<file path="src/rtl/gpio_exp_params.svh">
// Register indices, reset values and address constants of the I/O expander
`ifndef GPIO_EXP_PARAMS_SVH
`define GPIO_EXP_PARAMS_SVH
`define IDX_IN0      5'h00
`define IDX_IN1      5'h01
`define IDX_OUT0     5'h02
`define IDX_OUT1     5'h03
`define IDX_POL0     5'h04
`define IDX_POL1     5'h05
`define IDX_DIR0     5'h06
`define IDX_DIR1     5'h07
`define IDX_DRV0     5'h08
`define IDX_DRV1     5'h09
`define IDX_DRV2     5'h0A
`define IDX_DRV3     5'h0B
`define IDX_LAT0     5'h0C
`define IDX_LAT1     5'h0D
`define IDX_PEN0     5'h0E
`define IDX_PEN1     5'h0F
`define IDX_PSEL0    5'h10
`define IDX_PSEL1    5'h11
`define IDX_MSK0     5'h12
`define IDX_MSK1     5'h13
`define IDX_STA0     5'h14
`define IDX_STA1     5'h15
`define IDX_OCFG     5'h16
`define IDX_LAST     5'h16
`define RST_DIR      16'hFFFF
`define RST_MASK     16'hFFFF
`define RST_DRV      32'hFFFFFFFF
`define RST_PSEL     16'hFFFF
`define BUS_ADDR_HI  6'h10
`define SYNC_RST     20'h30000
`endif

</file>
<file path="src/rtl/gpio_exp_pkg.sv">
// Shared types of the I/O expander
`default_nettype none
package gpio_exp_pkg;
   typedef logic [4:0] reg_idx_t;
   typedef enum logic [2:0]
   {
      T_IDLE = 3'b000,
      T_ADDR = 3'b001,
      T_AACK = 3'b010,
      T_WR   = 3'b011,
      T_WACK = 3'b100,
      T_RD   = 3'b101,
      T_RACK = 3'b110
   } tgt_state_t;
endpackage
`default_nettype wire

</file>
<file path="src/rtl/pin_sync.sv">
// Two-flop synchroniser for levels arriving from outside the core clock
`default_nettype none
module pin_sync
#(
   parameter int                 WIDTH     = 20,
   parameter logic [WIDTH-1:0]   RESET_VAL = '0
)
(
   input  wire logic             clk_in,
   input  wire logic             rst_n_in,
   input  wire logic [WIDTH-1:0] d_in,
   output logic      [WIDTH-1:0] q_out
);
   logic [WIDTH-1:0] meta_reg;

   always_ff @(posedge clk_in)
   begin
      if (!rst_n_in)
      begin
         meta_reg <= RESET_VAL;
         q_out    <= RESET_VAL;
      end
      else
      begin
         meta_reg <= d_in;
         q_out    <= meta_reg;
      end
   end
endmodule
`default_nettype wire

</file>
<file path="src/rtl/serial_target.sv">
// Two-wire serial target: address match, register pointer, byte reads and writes
`include "gpio_exp_params.svh"
`default_nettype none
module serial_target
(
   input  wire logic              clk_in,
   input  wire logic              rst_n_in,
   input  wire logic              scl_in,
   input  wire logic              sda_in,
   input  wire logic              addr_sel_in,
   input  wire logic [7:0]        rd_data_in,
   output logic                   sda_oe_out,
   output gpio_exp_pkg::reg_idx_t ptr_out,
   output gpio_exp_pkg::reg_idx_t stb_idx_out,
   output logic                   wr_stb_out,
   output logic                   rd_stb_out,
   output logic [7:0]             stb_dat_out
);
   import gpio_exp_pkg::*;

   tgt_state_t state_reg;
   logic       scl_d_reg;
   logic       sda_d_reg;
   logic [7:0] sh_reg;
   logic [7:0] tx_reg;
   logic [3:0] cnt_reg;
   logic       rw_reg;
   logic       first_reg;
   logic       nack_reg;
   logic       scl_rise;
   logic       scl_fall;
   logic       start;
   logic       stop;
   logic       hit;

   assign scl_rise = scl_in & ~scl_d_reg;
   assign scl_fall = ~scl_in & scl_d_reg;
   assign start    = scl_in & scl_d_reg & sda_d_reg & ~sda_in;
   assign stop     = scl_in & scl_d_reg & ~sda_d_reg & sda_in;
   assign hit      = sh_reg[7:1] == {`BUS_ADDR_HI, addr_sel_in};

   always_ff @(posedge clk_in)
   begin
      if (!rst_n_in)
      begin
         scl_d_reg <= 1'b1;
         sda_d_reg <= 1'b1;
      end
      else
      begin
         scl_d_reg <= scl_in;
         sda_d_reg <= sda_in;
      end
   end

   // Start and stop override any state, so a confused master can always recover
   always_ff @(posedge clk_in)
   begin
      if (!rst_n_in)
      begin
         state_reg   <= T_IDLE;
         sda_oe_out  <= 1'b0;
         cnt_reg     <= 4'h0;
         sh_reg      <= 8'h00;
         tx_reg      <= 8'h00;
         rw_reg      <= 1'b0;
         first_reg   <= 1'b0;
         nack_reg    <= 1'b0;
         ptr_out     <= 5'h00;
         stb_idx_out <= 5'h00;
         stb_dat_out <= 8'h00;
         wr_stb_out  <= 1'b0;
         rd_stb_out  <= 1'b0;
      end
      else
      begin
         wr_stb_out <= 1'b0;
         rd_stb_out <= 1'b0;
         if (start)
         begin
            state_reg  <= T_ADDR;
            cnt_reg    <= 4'h0;
            sda_oe_out <= 1'b0;
         end
         else if (stop)
         begin
            state_reg  <= T_IDLE;
            sda_oe_out <= 1'b0;
         end
         else if (scl_rise)
         begin
            sh_reg   <= {sh_reg[6:0], sda_in};
            cnt_reg  <= cnt_reg + 4'h1;
            nack_reg <= sda_in;
         end
         else if (scl_fall)
         begin
            case (state_reg)
               T_ADDR:
                  if (cnt_reg == 4'h8)
                  begin
                     state_reg  <= hit ? T_AACK : T_IDLE;
                     sda_oe_out <= hit;
                     rw_reg     <= sh_reg[0];
                     first_reg  <= 1'b1;
                  end
               T_WR:
                  if (cnt_reg == 4'h8)
                  begin
                     state_reg  <= T_WACK;
                     sda_oe_out <= 1'b1;
                     first_reg  <= 1'b0;
                     if (first_reg)
                        ptr_out <= sh_reg[4:0];
                     else
                     begin
                        wr_stb_out  <= 1'b1;
                        stb_idx_out <= ptr_out;
                        stb_dat_out <= sh_reg;
                        ptr_out     <= ptr_out + 5'h01;
                     end
                  end
               T_AACK, T_WACK, T_RACK:
                  if (rw_reg && !(state_reg == T_RACK && nack_reg))
                  begin
                     state_reg   <= T_RD;
                     tx_reg      <= {rd_data_in[6:0], 1'b0};
                     sda_oe_out  <= ~rd_data_in[7];
                     rd_stb_out  <= 1'b1;
                     stb_idx_out <= ptr_out;
                     stb_dat_out <= rd_data_in;
                     ptr_out     <= ptr_out + 5'h01;
                     cnt_reg     <= 4'h0;
                  end
                  else
                  begin
                     state_reg  <= rw_reg ? T_IDLE : T_WR;
                     sda_oe_out <= 1'b0;
                     cnt_reg    <= 4'h0;
                  end
               T_RD:
                  if (cnt_reg == 4'h8)
                  begin
                     state_reg  <= T_RACK;
                     sda_oe_out <= 1'b0;
                  end
                  else
                  begin
                     sda_oe_out <= ~tx_reg[7];
                     tx_reg     <= {tx_reg[6:0], 1'b0};
                  end
               default:
                  state_reg <= state_reg;
            endcase
         end
      end
   end
endmodule
`default_nettype wire

</file>
<file path="src/rtl/gpio_expander.sv">
// Sixteen-line I/O expander core with serial target and APB register access
//
// Implementation choices: the APB slave port and the address map.
`include "gpio_exp_params.svh"
`default_nettype none
module gpio_expander
(
   input  wire logic        CORE_CLK_IN,
   input  wire logic        RST_B_IN,
   input  wire logic        PSEL_IN,
   input  wire logic        PENABLE_IN,
   input  wire logic        PWRITE_IN,
   input  wire logic [7:0]  PADDR_IN,
   input  wire logic [31:0] PWDATA_IN,
   output logic      [31:0] PRDATA_OUT,
   output logic             PREADY_OUT,
   output logic             PSLVERR_OUT,
   input  wire logic        DEV_RST_B_IN,
   input  wire logic        ADDR_SEL_IN,
   input  wire logic        SCL_IN,
   input  wire logic        SDA_IN,
   output logic             SDA_OUT,
   output logic             SDA_OE_OUT,
   input  wire logic [15:0] LINE_IN,
   output logic      [15:0] LINE_OUT,
   output logic      [15:0] LINE_OE_OUT,
   output logic      [31:0] DRIVE_OUT,
   output logic      [15:0] PULL_EN_OUT,
   output logic      [15:0] PULL_UP_OUT,
   output logic             ALERT_OUT,
   output logic             ALERT_OE_OUT
);
   import gpio_exp_pkg::*;

   logic [19:0] sync_q;
   logic        pin_rst_s;
   logic        addr_s;
   logic        scl_s;
   logic        sda_s;
   logic [15:0] line_s;
   logic        rst_n;

   logic [15:0] in_reg;
   logic [15:0] ref_reg;
   logic [15:0] hold_reg;
   logic [15:0] sta_reg;
   logic [15:0] out_reg;
   logic [15:0] pol_reg;
   logic [15:0] dir_reg;
   logic [31:0] drv_reg;
   logic [15:0] lat_reg;
   logic [15:0] pen_reg;
   logic [15:0] psel_reg;
   logic [15:0] msk_reg;
   logic [1:0]  od_reg;
   logic [15:0] eff;
   logic [15:0] diff;

   logic        wr_en [2];
   reg_idx_t    wr_idx [2];
   logic [7:0]  wr_dat [2];
   logic        rd_en [2];
   reg_idx_t    rd_idx [2];
   logic [7:0]  rd_dat [2];

   logic        apb_access;
   logic        apb_commit;
   logic        apb_mapped;
   reg_idx_t    apb_idx;
   reg_idx_t    tgt_ptr;
   reg_idx_t    tgt_idx;
   logic        tgt_wr;
   logic        tgt_rd;
   logic [7:0]  tgt_dat;
   logic        tgt_sda_oe;
   logic [7:0]  tgt_rd_byte;

   // Reset pin, address pin, bus wires and port lines all arrive asynchronously
   pin_sync #(.WIDTH(20), .RESET_VAL(`SYNC_RST)) u_sync
   (
      .clk_in   (CORE_CLK_IN),
      .rst_n_in (RST_B_IN),
      .d_in     ({DEV_RST_B_IN, ADDR_SEL_IN, SCL_IN, SDA_IN, LINE_IN}),
      .q_out    (sync_q)
   );

   assign pin_rst_s = sync_q[19];
   assign addr_s    = sync_q[18];
   assign scl_s     = sync_q[17];
   assign sda_s     = sync_q[16];
   assign line_s    = sync_q[15:0];

   // The synchroniser itself sits outside the pin reset, otherwise it could never leave it
   assign rst_n = RST_B_IN & pin_rst_s;

   // A process, not a port expression, so register updates behind a steady pointer are seen
   always_comb tgt_rd_byte = reg_byte(tgt_ptr);

   serial_target u_tgt
   (
      .clk_in      (CORE_CLK_IN),
      .rst_n_in    (rst_n),
      .scl_in      (scl_s),
      .sda_in      (sda_s),
      .addr_sel_in (addr_s),
      .rd_data_in  (tgt_rd_byte),
      .sda_oe_out  (tgt_sda_oe),
      .ptr_out     (tgt_ptr),
      .stb_idx_out (tgt_idx),
      .wr_stb_out  (tgt_wr),
      .rd_stb_out  (tgt_rd),
      .stb_dat_out (tgt_dat)
   );

   function automatic logic [7:0] reg_byte(input reg_idx_t idx);
      logic [7:0] b;
      b = 8'h00;
      case (idx)
         `IDX_IN0, `IDX_IN1:   b = in_reg[{idx[0], 3'b000} +: 8];
         `IDX_OUT0, `IDX_OUT1: b = out_reg[{idx[0], 3'b000} +: 8];
         `IDX_POL0, `IDX_POL1: b = pol_reg[{idx[0], 3'b000} +: 8];
         `IDX_DIR0, `IDX_DIR1: b = dir_reg[{idx[0], 3'b000} +: 8];
         `IDX_DRV0, `IDX_DRV1,
         `IDX_DRV2, `IDX_DRV3: b = drv_reg[{idx[1:0], 3'b000} +: 8];
         `IDX_LAT0, `IDX_LAT1: b = lat_reg[{idx[0], 3'b000} +: 8];
         `IDX_PEN0, `IDX_PEN1: b = pen_reg[{idx[0], 3'b000} +: 8];
         `IDX_PSEL0, `IDX_PSEL1: b = psel_reg[{idx[0], 3'b000} +: 8];
         `IDX_MSK0, `IDX_MSK1: b = msk_reg[{idx[0], 3'b000} +: 8];
         `IDX_STA0, `IDX_STA1: b = sta_reg[{idx[0], 3'b000} +: 8];
         `IDX_OCFG:            b = {6'h00, od_reg};
         default:              b = 8'h00;
      endcase
      return b;
   endfunction

   // APB slave: data is prepared in the first access cycle, committed when pready is seen
   assign apb_access = PSEL_IN & PENABLE_IN;
   assign apb_commit = apb_access & PREADY_OUT;
   assign apb_mapped = PADDR_IN[7:2] <= {1'b0, `IDX_LAST};
   assign apb_idx    = PADDR_IN[6:2];

   always_ff @(posedge CORE_CLK_IN)
   begin
      if (!rst_n)
      begin
         PREADY_OUT  <= 1'b0;
         PSLVERR_OUT <= 1'b0;
         PRDATA_OUT  <= 32'h00000000;
      end
      else if (apb_access && !PREADY_OUT)
      begin
         PREADY_OUT  <= 1'b1;
         PSLVERR_OUT <= ~apb_mapped;
         PRDATA_OUT  <= {24'h000000, apb_mapped ? reg_byte(apb_idx) : 8'h00};
      end
      else
      begin
         PREADY_OUT  <= 1'b0;
         PSLVERR_OUT <= 1'b0;
      end
   end

   // Port 0 is APB, port 1 the serial target; port 1 wins a same-cycle clash on one byte
   assign wr_en[0]  = apb_commit & PWRITE_IN & apb_mapped;
   assign wr_idx[0] = apb_idx;
   assign wr_dat[0] = PWDATA_IN[7:0];
   assign wr_en[1]  = tgt_wr;
   assign wr_idx[1] = tgt_idx;
   assign wr_dat[1] = tgt_dat;
   assign rd_en[0]  = apb_commit & ~PWRITE_IN & apb_mapped;
   assign rd_idx[0] = apb_idx;
   assign rd_dat[0] = PRDATA_OUT[7:0];
   assign rd_en[1]  = tgt_rd;
   assign rd_idx[1] = tgt_idx;
   assign rd_dat[1] = tgt_dat;

   always_ff @(posedge CORE_CLK_IN)
   begin
      if (!rst_n)
      begin
         out_reg  <= 16'h0000;
         pol_reg  <= 16'h0000;
         dir_reg  <= `RST_DIR;
         drv_reg  <= `RST_DRV;
         lat_reg  <= 16'h0000;
         pen_reg  <= 16'h0000;
         psel_reg <= `RST_PSEL;
         msk_reg  <= `RST_MASK;
         od_reg   <= 2'b00;
      end
      else
      begin
         for (int s = 0; s < 2; s++)
         begin
            if (wr_en[s])
            begin
               // Input and status bytes are read-only and fall to the default branch
               case (wr_idx[s])
                  `IDX_OUT0, `IDX_OUT1: out_reg[{wr_idx[s][0], 3'b000} +: 8] <= wr_dat[s];
                  `IDX_POL0, `IDX_POL1: pol_reg[{wr_idx[s][0], 3'b000} +: 8] <= wr_dat[s];
                  `IDX_DIR0, `IDX_DIR1: dir_reg[{wr_idx[s][0], 3'b000} +: 8] <= wr_dat[s];
                  `IDX_DRV0, `IDX_DRV1,
                  `IDX_DRV2, `IDX_DRV3: drv_reg[{wr_idx[s][1:0], 3'b000} +: 8] <= wr_dat[s];
                  `IDX_LAT0, `IDX_LAT1: lat_reg[{wr_idx[s][0], 3'b000} +: 8] <= wr_dat[s];
                  `IDX_PEN0, `IDX_PEN1: pen_reg[{wr_idx[s][0], 3'b000} +: 8] <= wr_dat[s];
                  `IDX_PSEL0, `IDX_PSEL1: psel_reg[{wr_idx[s][0], 3'b000} +: 8] <= wr_dat[s];
                  `IDX_MSK0, `IDX_MSK1: msk_reg[{wr_idx[s][0], 3'b000} +: 8] <= wr_dat[s];
                  `IDX_OCFG:            od_reg <= wr_dat[s][1:0];
                  default:              od_reg <= od_reg;
               endcase
            end
         end
      end
   end

   assign eff  = line_s ^ pol_reg;
   assign diff = eff ^ ref_reg;

   // Per line: input view, latch hold, reference of last read value, pending status
   for (genvar i = 0; i < 16; i++)
   begin : g_line
      localparam reg_idx_t IN_IDX = (i < 8) ? `IDX_IN0 : `IDX_IN1;
      localparam int       BIT    = i % 8;
      logic                rd_hit;
      logic                rd_bit;

      assign rd_hit = (rd_en[0] && rd_idx[0] == IN_IDX) || (rd_en[1] && rd_idx[1] == IN_IDX);
      assign rd_bit = (rd_en[1] && rd_idx[1] == IN_IDX) ? rd_dat[1][BIT] : rd_dat[0][BIT];

      always_ff @(posedge CORE_CLK_IN)
      begin
         if (!rst_n)
         begin
            in_reg[i]   <= 1'b0;
            ref_reg[i]  <= 1'b0;
            hold_reg[i] <= 1'b0;
            sta_reg[i]  <= 1'b0;
         end
         else
         begin
            if (!lat_reg[i] || !hold_reg[i])
               in_reg[i] <= eff[i];
            // A new capture beats a read clearing the hold in the same cycle
            if (lat_reg[i] && !hold_reg[i] && diff[i] && dir_reg[i])
               hold_reg[i] <= 1'b1;
            else if (rd_hit || !lat_reg[i])
               hold_reg[i] <= 1'b0;
            // Masked and output lines track the pin so unmasking an unlatched line raises nothing stale
            if (rd_hit)
               ref_reg[i] <= rd_bit;
            else if (msk_reg[i] || !dir_reg[i])
               ref_reg[i] <= eff[i];
            sta_reg[i] <= dir_reg[i] & ~msk_reg[i] & (lat_reg[i] ? hold_reg[i] : diff[i]);
         end
      end
   end

   always_ff @(posedge CORE_CLK_IN)
   begin
      if (!rst_n)
      begin
         LINE_OUT     <= 16'h0000;
         LINE_OE_OUT  <= 16'h0000;
         DRIVE_OUT    <= `RST_DRV;
         PULL_EN_OUT  <= 16'h0000;
         PULL_UP_OUT  <= `RST_PSEL;
         ALERT_OUT    <= 1'b0;
         ALERT_OE_OUT <= 1'b0;
         SDA_OUT      <= 1'b0;
         SDA_OE_OUT   <= 1'b0;
      end
      else
      begin
         LINE_OUT     <= out_reg;
         // Open-drain banks only enable the driver while pulling low
         LINE_OE_OUT  <= ~dir_reg & ({{8{~od_reg[1]}}, {8{~od_reg[0]}}} | ~out_reg);
         DRIVE_OUT    <= drv_reg;
         PULL_EN_OUT  <= pen_reg;
         PULL_UP_OUT  <= psel_reg;
         ALERT_OUT    <= 1'b0;
         ALERT_OE_OUT <= |sta_reg;
         SDA_OUT      <= 1'b0;
         SDA_OE_OUT   <= tgt_sda_oe;
      end
   end
endmodule
`default_nettype wire

</file>
<file path="config.mk">
export PLATFORM = sky130hd
export DESIGN_NAME = gpio_expander
export DESIGN_NICKNAME = d
export VERILOG_FILES = /design/src/rtl/gpio_exp_pkg.sv /design/src/rtl/pin_sync.sv /design/src/rtl/serial_target.sv /design/src/rtl/gpio_expander.sv
export VERILOG_INCLUDE_DIRS = /design/src /design/src/rtl
export SDC_FILE = /design/constraint.sdc
export NUM_CORES = 1
export LEC_CHECK = 0
export BUFFER_PORTS_ARGS = -buffer_cell sky130_fd_sc_hd__buf_2
export CAP_MARGIN = 20
export CORE_MARGIN = 2
export CORE_UTILIZATION = 25
export DETAILED_ROUTE_END_ITERATION = 10
export GPL_TIMING_DRIVEN = 0
export PLACE_DENSITY = 0.37
export SLEW_MARGIN = 5
export SYNTH_ARGS = -nofsm -noshare
export SYNTH_HDL_FRONTEND = slang
export SYNTH_SLANG_ARGS = --single-unit
</file>
<file path="constraint.sdc">
create_clock -name CORE_CLK_IN -period 5.7 [get_ports CORE_CLK_IN]
set_input_delay 0.57 -clock CORE_CLK_IN [delete_from_list [all_inputs] [get_ports CORE_CLK_IN]]
set_output_delay 0.57 -clock CORE_CLK_IN [all_outputs]
set_load 0.005 [all_outputs]
</file>
==> impl_metrics.tcl, run 1 <==
set metrics [dict create \
    grt_pass1_wl_mm 147.0 \
    dieHeight_microns 282.1 \
    drt-vias-per-instance 5.439 \
    yosys.area_share.xor_xnor 0.01541 \
    fp.dieW_microns 282.1 \
    final_nets 2458 \
    synth_compound_area_frac 0.2042 \
    synth_cell_types 87 \
    cts_buffer_depth 3 \
    mappedNetlistArea_sq_um 19330 \
    clkPwrFrac 0.519 \
    p_per_area_nw_per_um2 280.3 \
    crit_fanout 10 \
    power_frac_seq 0.436 \
    core_region_area_sq_um 76200 \
    drt_wl_total_mm 108.8 \
    period_minus_slack_ps 4554 \
    antenna_found_initial 5 \
    max_freq_mhz 219.6 \
    ys_ff_latch 405 \
    clk_pin_slew_worst_paths_ps 60 \
    dr_total_vias 18730 \
    synth_top_family_by_area "compound AO/OA/AOI/OAI gates" \
    vdd_drop_max_uv 175.1 \
    cts_sinks 405 \
    drt_first_pass_iters 6 \
    syn_to_final_growth_pct 20.71 \
    seq_area_frac_synth 0.4194 \
    synth_area_per_cell_sq_um 8.995 \
    grt_overflow 0 \
    hpwlAfterDp_mm 85.61 \
    power_switching_mw 1.583 \
    n_fill_cell 8094 \
    end_kind "register" \
    fin_skew_ps 52.22 \
    hold_viol_final 0 \
    worstPathRequired_ps 6140 \
    grtUsageTotal 0.2684 \
    power.switching_fraction 0.2420 \
    gp_congestion 0.9707 \
    critPathKind "register to register" \
    tightest_slew_ps 1191 \
    cts_tree "built" \
    arrival_ps 5000 \
    stdcell_count 3443 \
    ys.flop_type "dfxtp_1" \
    drc 0 \
    cts_resized 0 \
    grt_max_degree 16 \
    min_period_over_period 0.7989 \
    async_reset_ff_frac 0 \
    port_buffers 138 \
    synth-simple-area-share 0.1849 \
    p_int_mw 4.957 \
    p_comb_frac 0.045 \
    max_slew_margin 0.2032 \
    cp_slowest_cell "o21ai_1" \
    postRouteAntennaNets 0 \
    drtIter0Drc 2050 \
    start_util 0.2537 \
    setup_viol 0 \
    cts_setup_buffers 0 \
    rsz0062_at_grt "no" \
    min_path_type "input port to register" \
    row_count 101 \
    path_cells "buf_1 > inv_1 > ha_1 > o21ai_1 > nor2_1 > a22o_1 > nor4_1 > a2bb2oi_1 > a31oi_1" \
    grt_pass1_vias 17740 \
    routedWlPerCell_microns 31.59 \
    leakage_nw 8.956 \
    io_pins 199 \
    hold_buffers 0 \
    postSynthCellCount 2149 \
    muxShareOfSynthArea 0.1116 \
    placed_cells 3352 \
    drv_cap 0 \
    finalMaxSlewViolations 0 \
    clk_latency_ps 640 \
    startpoint_type "register" \
    root_buffer "clkbuf_16" \
    critical_path_buf_inv_count 2 \
    status "complete, no violations" \
    drive_gt1_frac 0.1435 \
    setup_tns_ps 0 \
    cts_buffers 49 \
    htreeDepth 2 \
    synth_edf_count 0 \
    synth_warnings 0 \
    synth-adder-area-share 0.01295 \
    dieArea_sq_um 79560 \
    critical_path.top_delay_family "compound AO/OA/AOI/OAI gates" \
    critPathMaxStageDelay_ps 840 \
]
-- cells in the mapped netlist, drive strengths merged, types with 8 or more instances --
cell type | instances | area (sq um)
dfxtp | 405 | 8108
mux2i | 175 | 1752
nor2 | 152 | 575.6
a21oi | 144 | 720.7
nand2 | 127 | 476.7
clkbuf | 111 | 416.7
o21ai | 106 | 530.5
a22oi | 102 | 765.7
nand2b | 92 | 575.6
a211oi | 84 | 635.6
nand3 | 78 | 390.4
buf | 77 | 447.9
and2 | 52 | 325.3
and3 | 49 | 306.5
inv | 34 | 127.6
xor2 | 33 | 289.0
nand4 | 32 | 212.7
nor3 | 31 | 165.2
a31oi | 24 | 162.7
ha | 20 | 250.2
o211ai | 18 | 135.1
mux4 | 16 | 360.4
o22ai | 12 | 75.07
a222oi | 11 | 110.1
a221o | 9 | 90.09
nor2b | 9 | 56.30
o221ai | 9 | 78.83
nor4 | 8 | 50.05
o21a | 8 | 60.06
or2 | 8 | 50.05
-- kinds of logic (layout without fill, tap and decap cells) --
group,Yosys count,count (layout)
XOR/XNOR,34,34
other,1,28
AO/OA/AOI/OAI,593,593
AND/OR/NAND/NOR,679,679
adder cells (fa/ha/maj),20,20
buffers and inverters,222,459
flip-flops,405,405
multiplexers,195,195
-- metal layers --
layer | vias to the layer above | share of wire | track usage | routed length (microns)
met4 | 2 | 0.058 | 0.1372 | 6263
met3 | 205 | 0.074 | 0.05195 | 8024
met5 | - | 0.00012 | 0 | 13
met1 | 9286 | 0.44 | 0.3615 | 48050
li1 | 8299 | - | - | -
met2 | 934 | 0.43 | 0.4071 | 46420
-- path summary, 6_finish.rpt --
| kind | start | to | slack, ps | cells past startpoint |
|---|---|---|---|---|
| setup / recovery | u_tgt.ptr_out[1] | u_tgt.stb_dat_out[6] | 1150 | 9 |
| hold / removal | LINE_IN[6] | u_sync.meta_reg[6] | 150 | 2 |
| setup reg to reg | u_tgt.ptr_out[1] | u_tgt.stb_dat_out[6] | 1150 | 9 |
| hold reg to reg | u_sync.meta_reg[16] | u_sync.q_out[16] | 400 | 1 |
-- cell usage in the layout (no fill, tap or decap), types with 12 or more instances in the layout --
cell type,netlist,final
dfxtp_1,405,405
mux2i_1,175,175
buf_2,25,167
nor2_1,150,150
a21oi_1,144,144
nand2_1,127,127
clkbuf_1,111,110
a22oi_1,102,102
o21ai_0,99,99
nand2b_1,92,92
a211oi_1,83,83
nand3_1,78,78
and2_1,51,51
and3_1,49,49
clkbuf_16,0,49
inv_1,34,34
xor2_1,33,33
buf_4,30,31
nand4_1,30,30
nor3_1,29,29
conb_1,1,26
a31oi_1,22,22
ha_1,20,20
o211ai_1,18,18
buf_1,20,16
mux4_2,16,16
clkbuf_8,0,16
o22ai_1,12,12
-- final cells by class --
type                       instances  area (sq um)  share of cell area
clock buffer                      71          1469             0.06296
sequential                       405          8108              0.3475
tap                             1030          1289             0.05523
inverter                          34         127.6            0.005470
clock inverter                    18         290.3             0.01244
multi-input combinational       1547         10320              0.4425
buffer                           188         878.3             0.03764
timing repair buffer             148         842.1             0.03609
antenna                            2         5.005           0.0002145
-- power groups by stage --
stage                     registers (mW)  clock network (mW)  logic [mW]
after floorplan                     2.91                   0       0.152
after global routing                2.85                3.58       0.309
after global placement              2.92                   0       0.282
final                               2.85                3.39       0.293
after detailed placement            2.92                   0       0.288
after CTS                           2.85                3.45       0.289
-- metrics by stage --
stage                     setup slack [ps]  hold WS [ps]  power [mW]  cell area [sq um]    util
after floorplan                       2708         386.3       3.064              19420       -
after global placement               691.1         391.7       3.199              21400  0.2809
after detailed placement             748.3         392.5       3.205              21570  0.2830
after CTS                             1157         130.0       6.597              23330  0.3061
after global routing                  1033         143.3       6.738              23330  0.3061
final                                 1146         154.7       6.540              23330  0.3062
(Power assumes the default switching activity.)
==> run 2, diff against run 1 <==
PLACE_DENSITY = 0.39   (was 0.37)
clock period = 4 ns   (was 5.7 ns; I/O delays follow)
==> run 2 against run 1 <==
Effect of this change: the run now ends with setup timing left; critical path depth increased by 3; final cell count increased by 0.38%; wire length decreased by 0.42%; die area unchanged; sequential cell count unchanged; first-iteration DRC count decreased by 11%; largest cell class unchanged.
==> impl_metrics.tcl, run 2 (synthesis gave the netlist of run 1 again) <==
set metrics [dict create \
    power.switching_fraction 0.2417 \
    drt_first_pass_iters 6 \
    status "complete, but fails checks" \
    dieArea_sq_um 79560 \
    grt_max_degree 20 \
    cts_tree "built" \
    min_period_over_period 1.018 \
    finalMaxSlewViolations 0 \
    drv_cap 0 \
    critical_path.top_delay_family "buffers and inverters" \
    post-place-ws_ps -789.9 \
    p_int_mw 6.857 \
    arrival_ps 4510 \
    violations "setup timing" \
    startpoint "PADDR_IN[2]" \
    fin_ws_ps -73.35 \
    fin_skew_ps 42.71 \
    min_from "LINE_IN[0]" \
    critPathMaxStageDelay_ps 670 \
    syn_to_final_growth_pct 21.06 \
    drt_wl_total_mm 108.3 \
    rsz0062_at_grt "no" \
    crit_fanout 12 \
    hold_viol_final 0 \
    seq_area_sq_um 8108 \
    port_buffers 138 \
    cts_setup_buffers 0 \
    startpoint_type "input port" \
    final_common_cell "dfxtp_1" \
    max_freq_mhz 245.5 \
    min_path_type "input port to register" \
    row_count 101 \
    drtIter0Drc 1827 \
    routedWlPerCell_microns 31.34 \
    critPathKind "input port to register" \
    drive_gt1_frac 0.1433 \
    dieHeight_microns 282.1 \
    period_minus_slack_ps 4073 \
    tightest_slew_ps 1324 \
    root_buffer "clkbuf_16" \
    p_per_area_nw_per_um2 386.4 \
    vdd_drop_max_uv 220.5 \
    placed_cells 3354 \
    holdWs_ps 25.49 \
    cts_sinks 405 \
    critical_path_buf_inv_count 5 \
    fp.dieW_microns 282.1 \
    postRouteAntennaNets 0 \
    clk_latency_ps 630 \
    leakage_nw 8.964 \
    max_slew_margin 0.1140 \
    start_util 0.2537 \
    setup_tns_ps -79.95 \
    power_frac_seq 0.450 \
    worstReg2RegStart "u_tgt.ptr_out[0]" \
    cp_slowest_cell "clkbuf_1" \
    gp_congestion 0.9823 \
    n_fill_cell 8113 \
    htreeDepth 2 \
    grt_pass1_wl_mm 146.8 \
    final_nets 2474 \
    clk_pin_slew_worst_paths_ps 50 \
    grtUsageTotal 0.2675 \
    clkPwrFrac 0.502 \
    drt-vias-per-instance 5.434 \
    cts_buffer_depth 3 \
    hpwlAfterDp_mm 85.25 \
    io_pins 199 \
    core_region_area_sq_um 76200 \
    most-common-layout-cells "dfxtp_1, mux2i_1, buf_2" \
    antenna_found_initial 3 \
    worstPathRequired_ps 4440 \
    cts_buffers 50 \
    p_comb_frac 0.048 \
    multi_input_area_sq_um 10360 \
    drc 0 \
    grt_overflow 0 \
    final_core_util 0.3071 \
    path_cells "buf_2 > buf_2 > inv_1 > ha_1 > or2_1 > and3_1 > buf_2 > clkbuf_1 > a222oi_1 > nand3_1 > a211oi_1 > o31ai_1" \
    crit_top_cell "buf_2" \
    dr_total_vias 18780 \
    stdcell_count 3456 \
    power_switching_mw 2.185 \
    grt_pass1_vias 17880 \
    setup_viol 2 \
    end_kind "register" \
]
==> run 2: repair_timing <==
item                       CTS  global route
gates resized for setup      3             5
setup endpoints to repair   16            16
hold buffers                15             0
hold endpoints to repair    15             0
==> run 2: worst register-to-register path, cell delays in order, from the launching register on <==
cell and delay, ps:
dfxtp_1 510, buf_2 390, inv_1 200, ha_1 340
nor2_2 440, o22ai_1 270, or3_4 440, buf_2 240
o221ai_1 710, a31oi_1 170
==> run 2: final timing paths <==
path,cells past startpoint,slack [ps],to
min,2,30,u_sync.meta_reg[0]
max reg2reg,9,110,u_tgt.tx_reg[2]
max,12,-70,PRDATA_OUT[4]
min reg2reg,1,410,u_sync.q_out[16]
==> run 2: layout make-up <==
type                       count  share of cell area
clock buffer                  68             0.06064
buffer                       186             0.03722
multi-input combinational   1547              0.4428
timing repair buffer         165             0.04283
tap                         1030             0.05507
sequential                   405              0.3465
clock inverter                17            0.009090
inverter                      34            0.005454
antenna                        4           0.0004278
==> run 2: layer usage <==
layer	track usage	part of all wire	wire length, microns	vias to the layer above
met5	0	0	0	-
met4	0.1390	0.057	6182	0
met3	0.04196	0.067	7282	195
met2	0.4057	0.43	46280	952
met1	0.3652	0.45	48570	9300
li1	-	-	-	8333
==> run 2: power groups by stage <==
stage	Combinational [mW]	Clock, mW	Sequential, mW
after floorplan	0.217	0	4.15
after CTS	0.424	4.67	4.07
after detailed placement	0.411	0	4.16
after global routing	0.454	4.80	4.07
after global placement	0.402	0	4.16
final	0.432	4.54	4.07
==> run 2: through the flow <==
| step | cell area (sq um) | total power, mW |
|---|---|---|
| after floorplan | 19420 | 4.367 |
| after detailed placement | 21580 | 4.568 |
| after global placement | 21400 | 4.558 |
| after global routing | 23390 | 9.321 |
| after CTS | 23360 | 9.158 |
| final | 23400 | 9.042 |
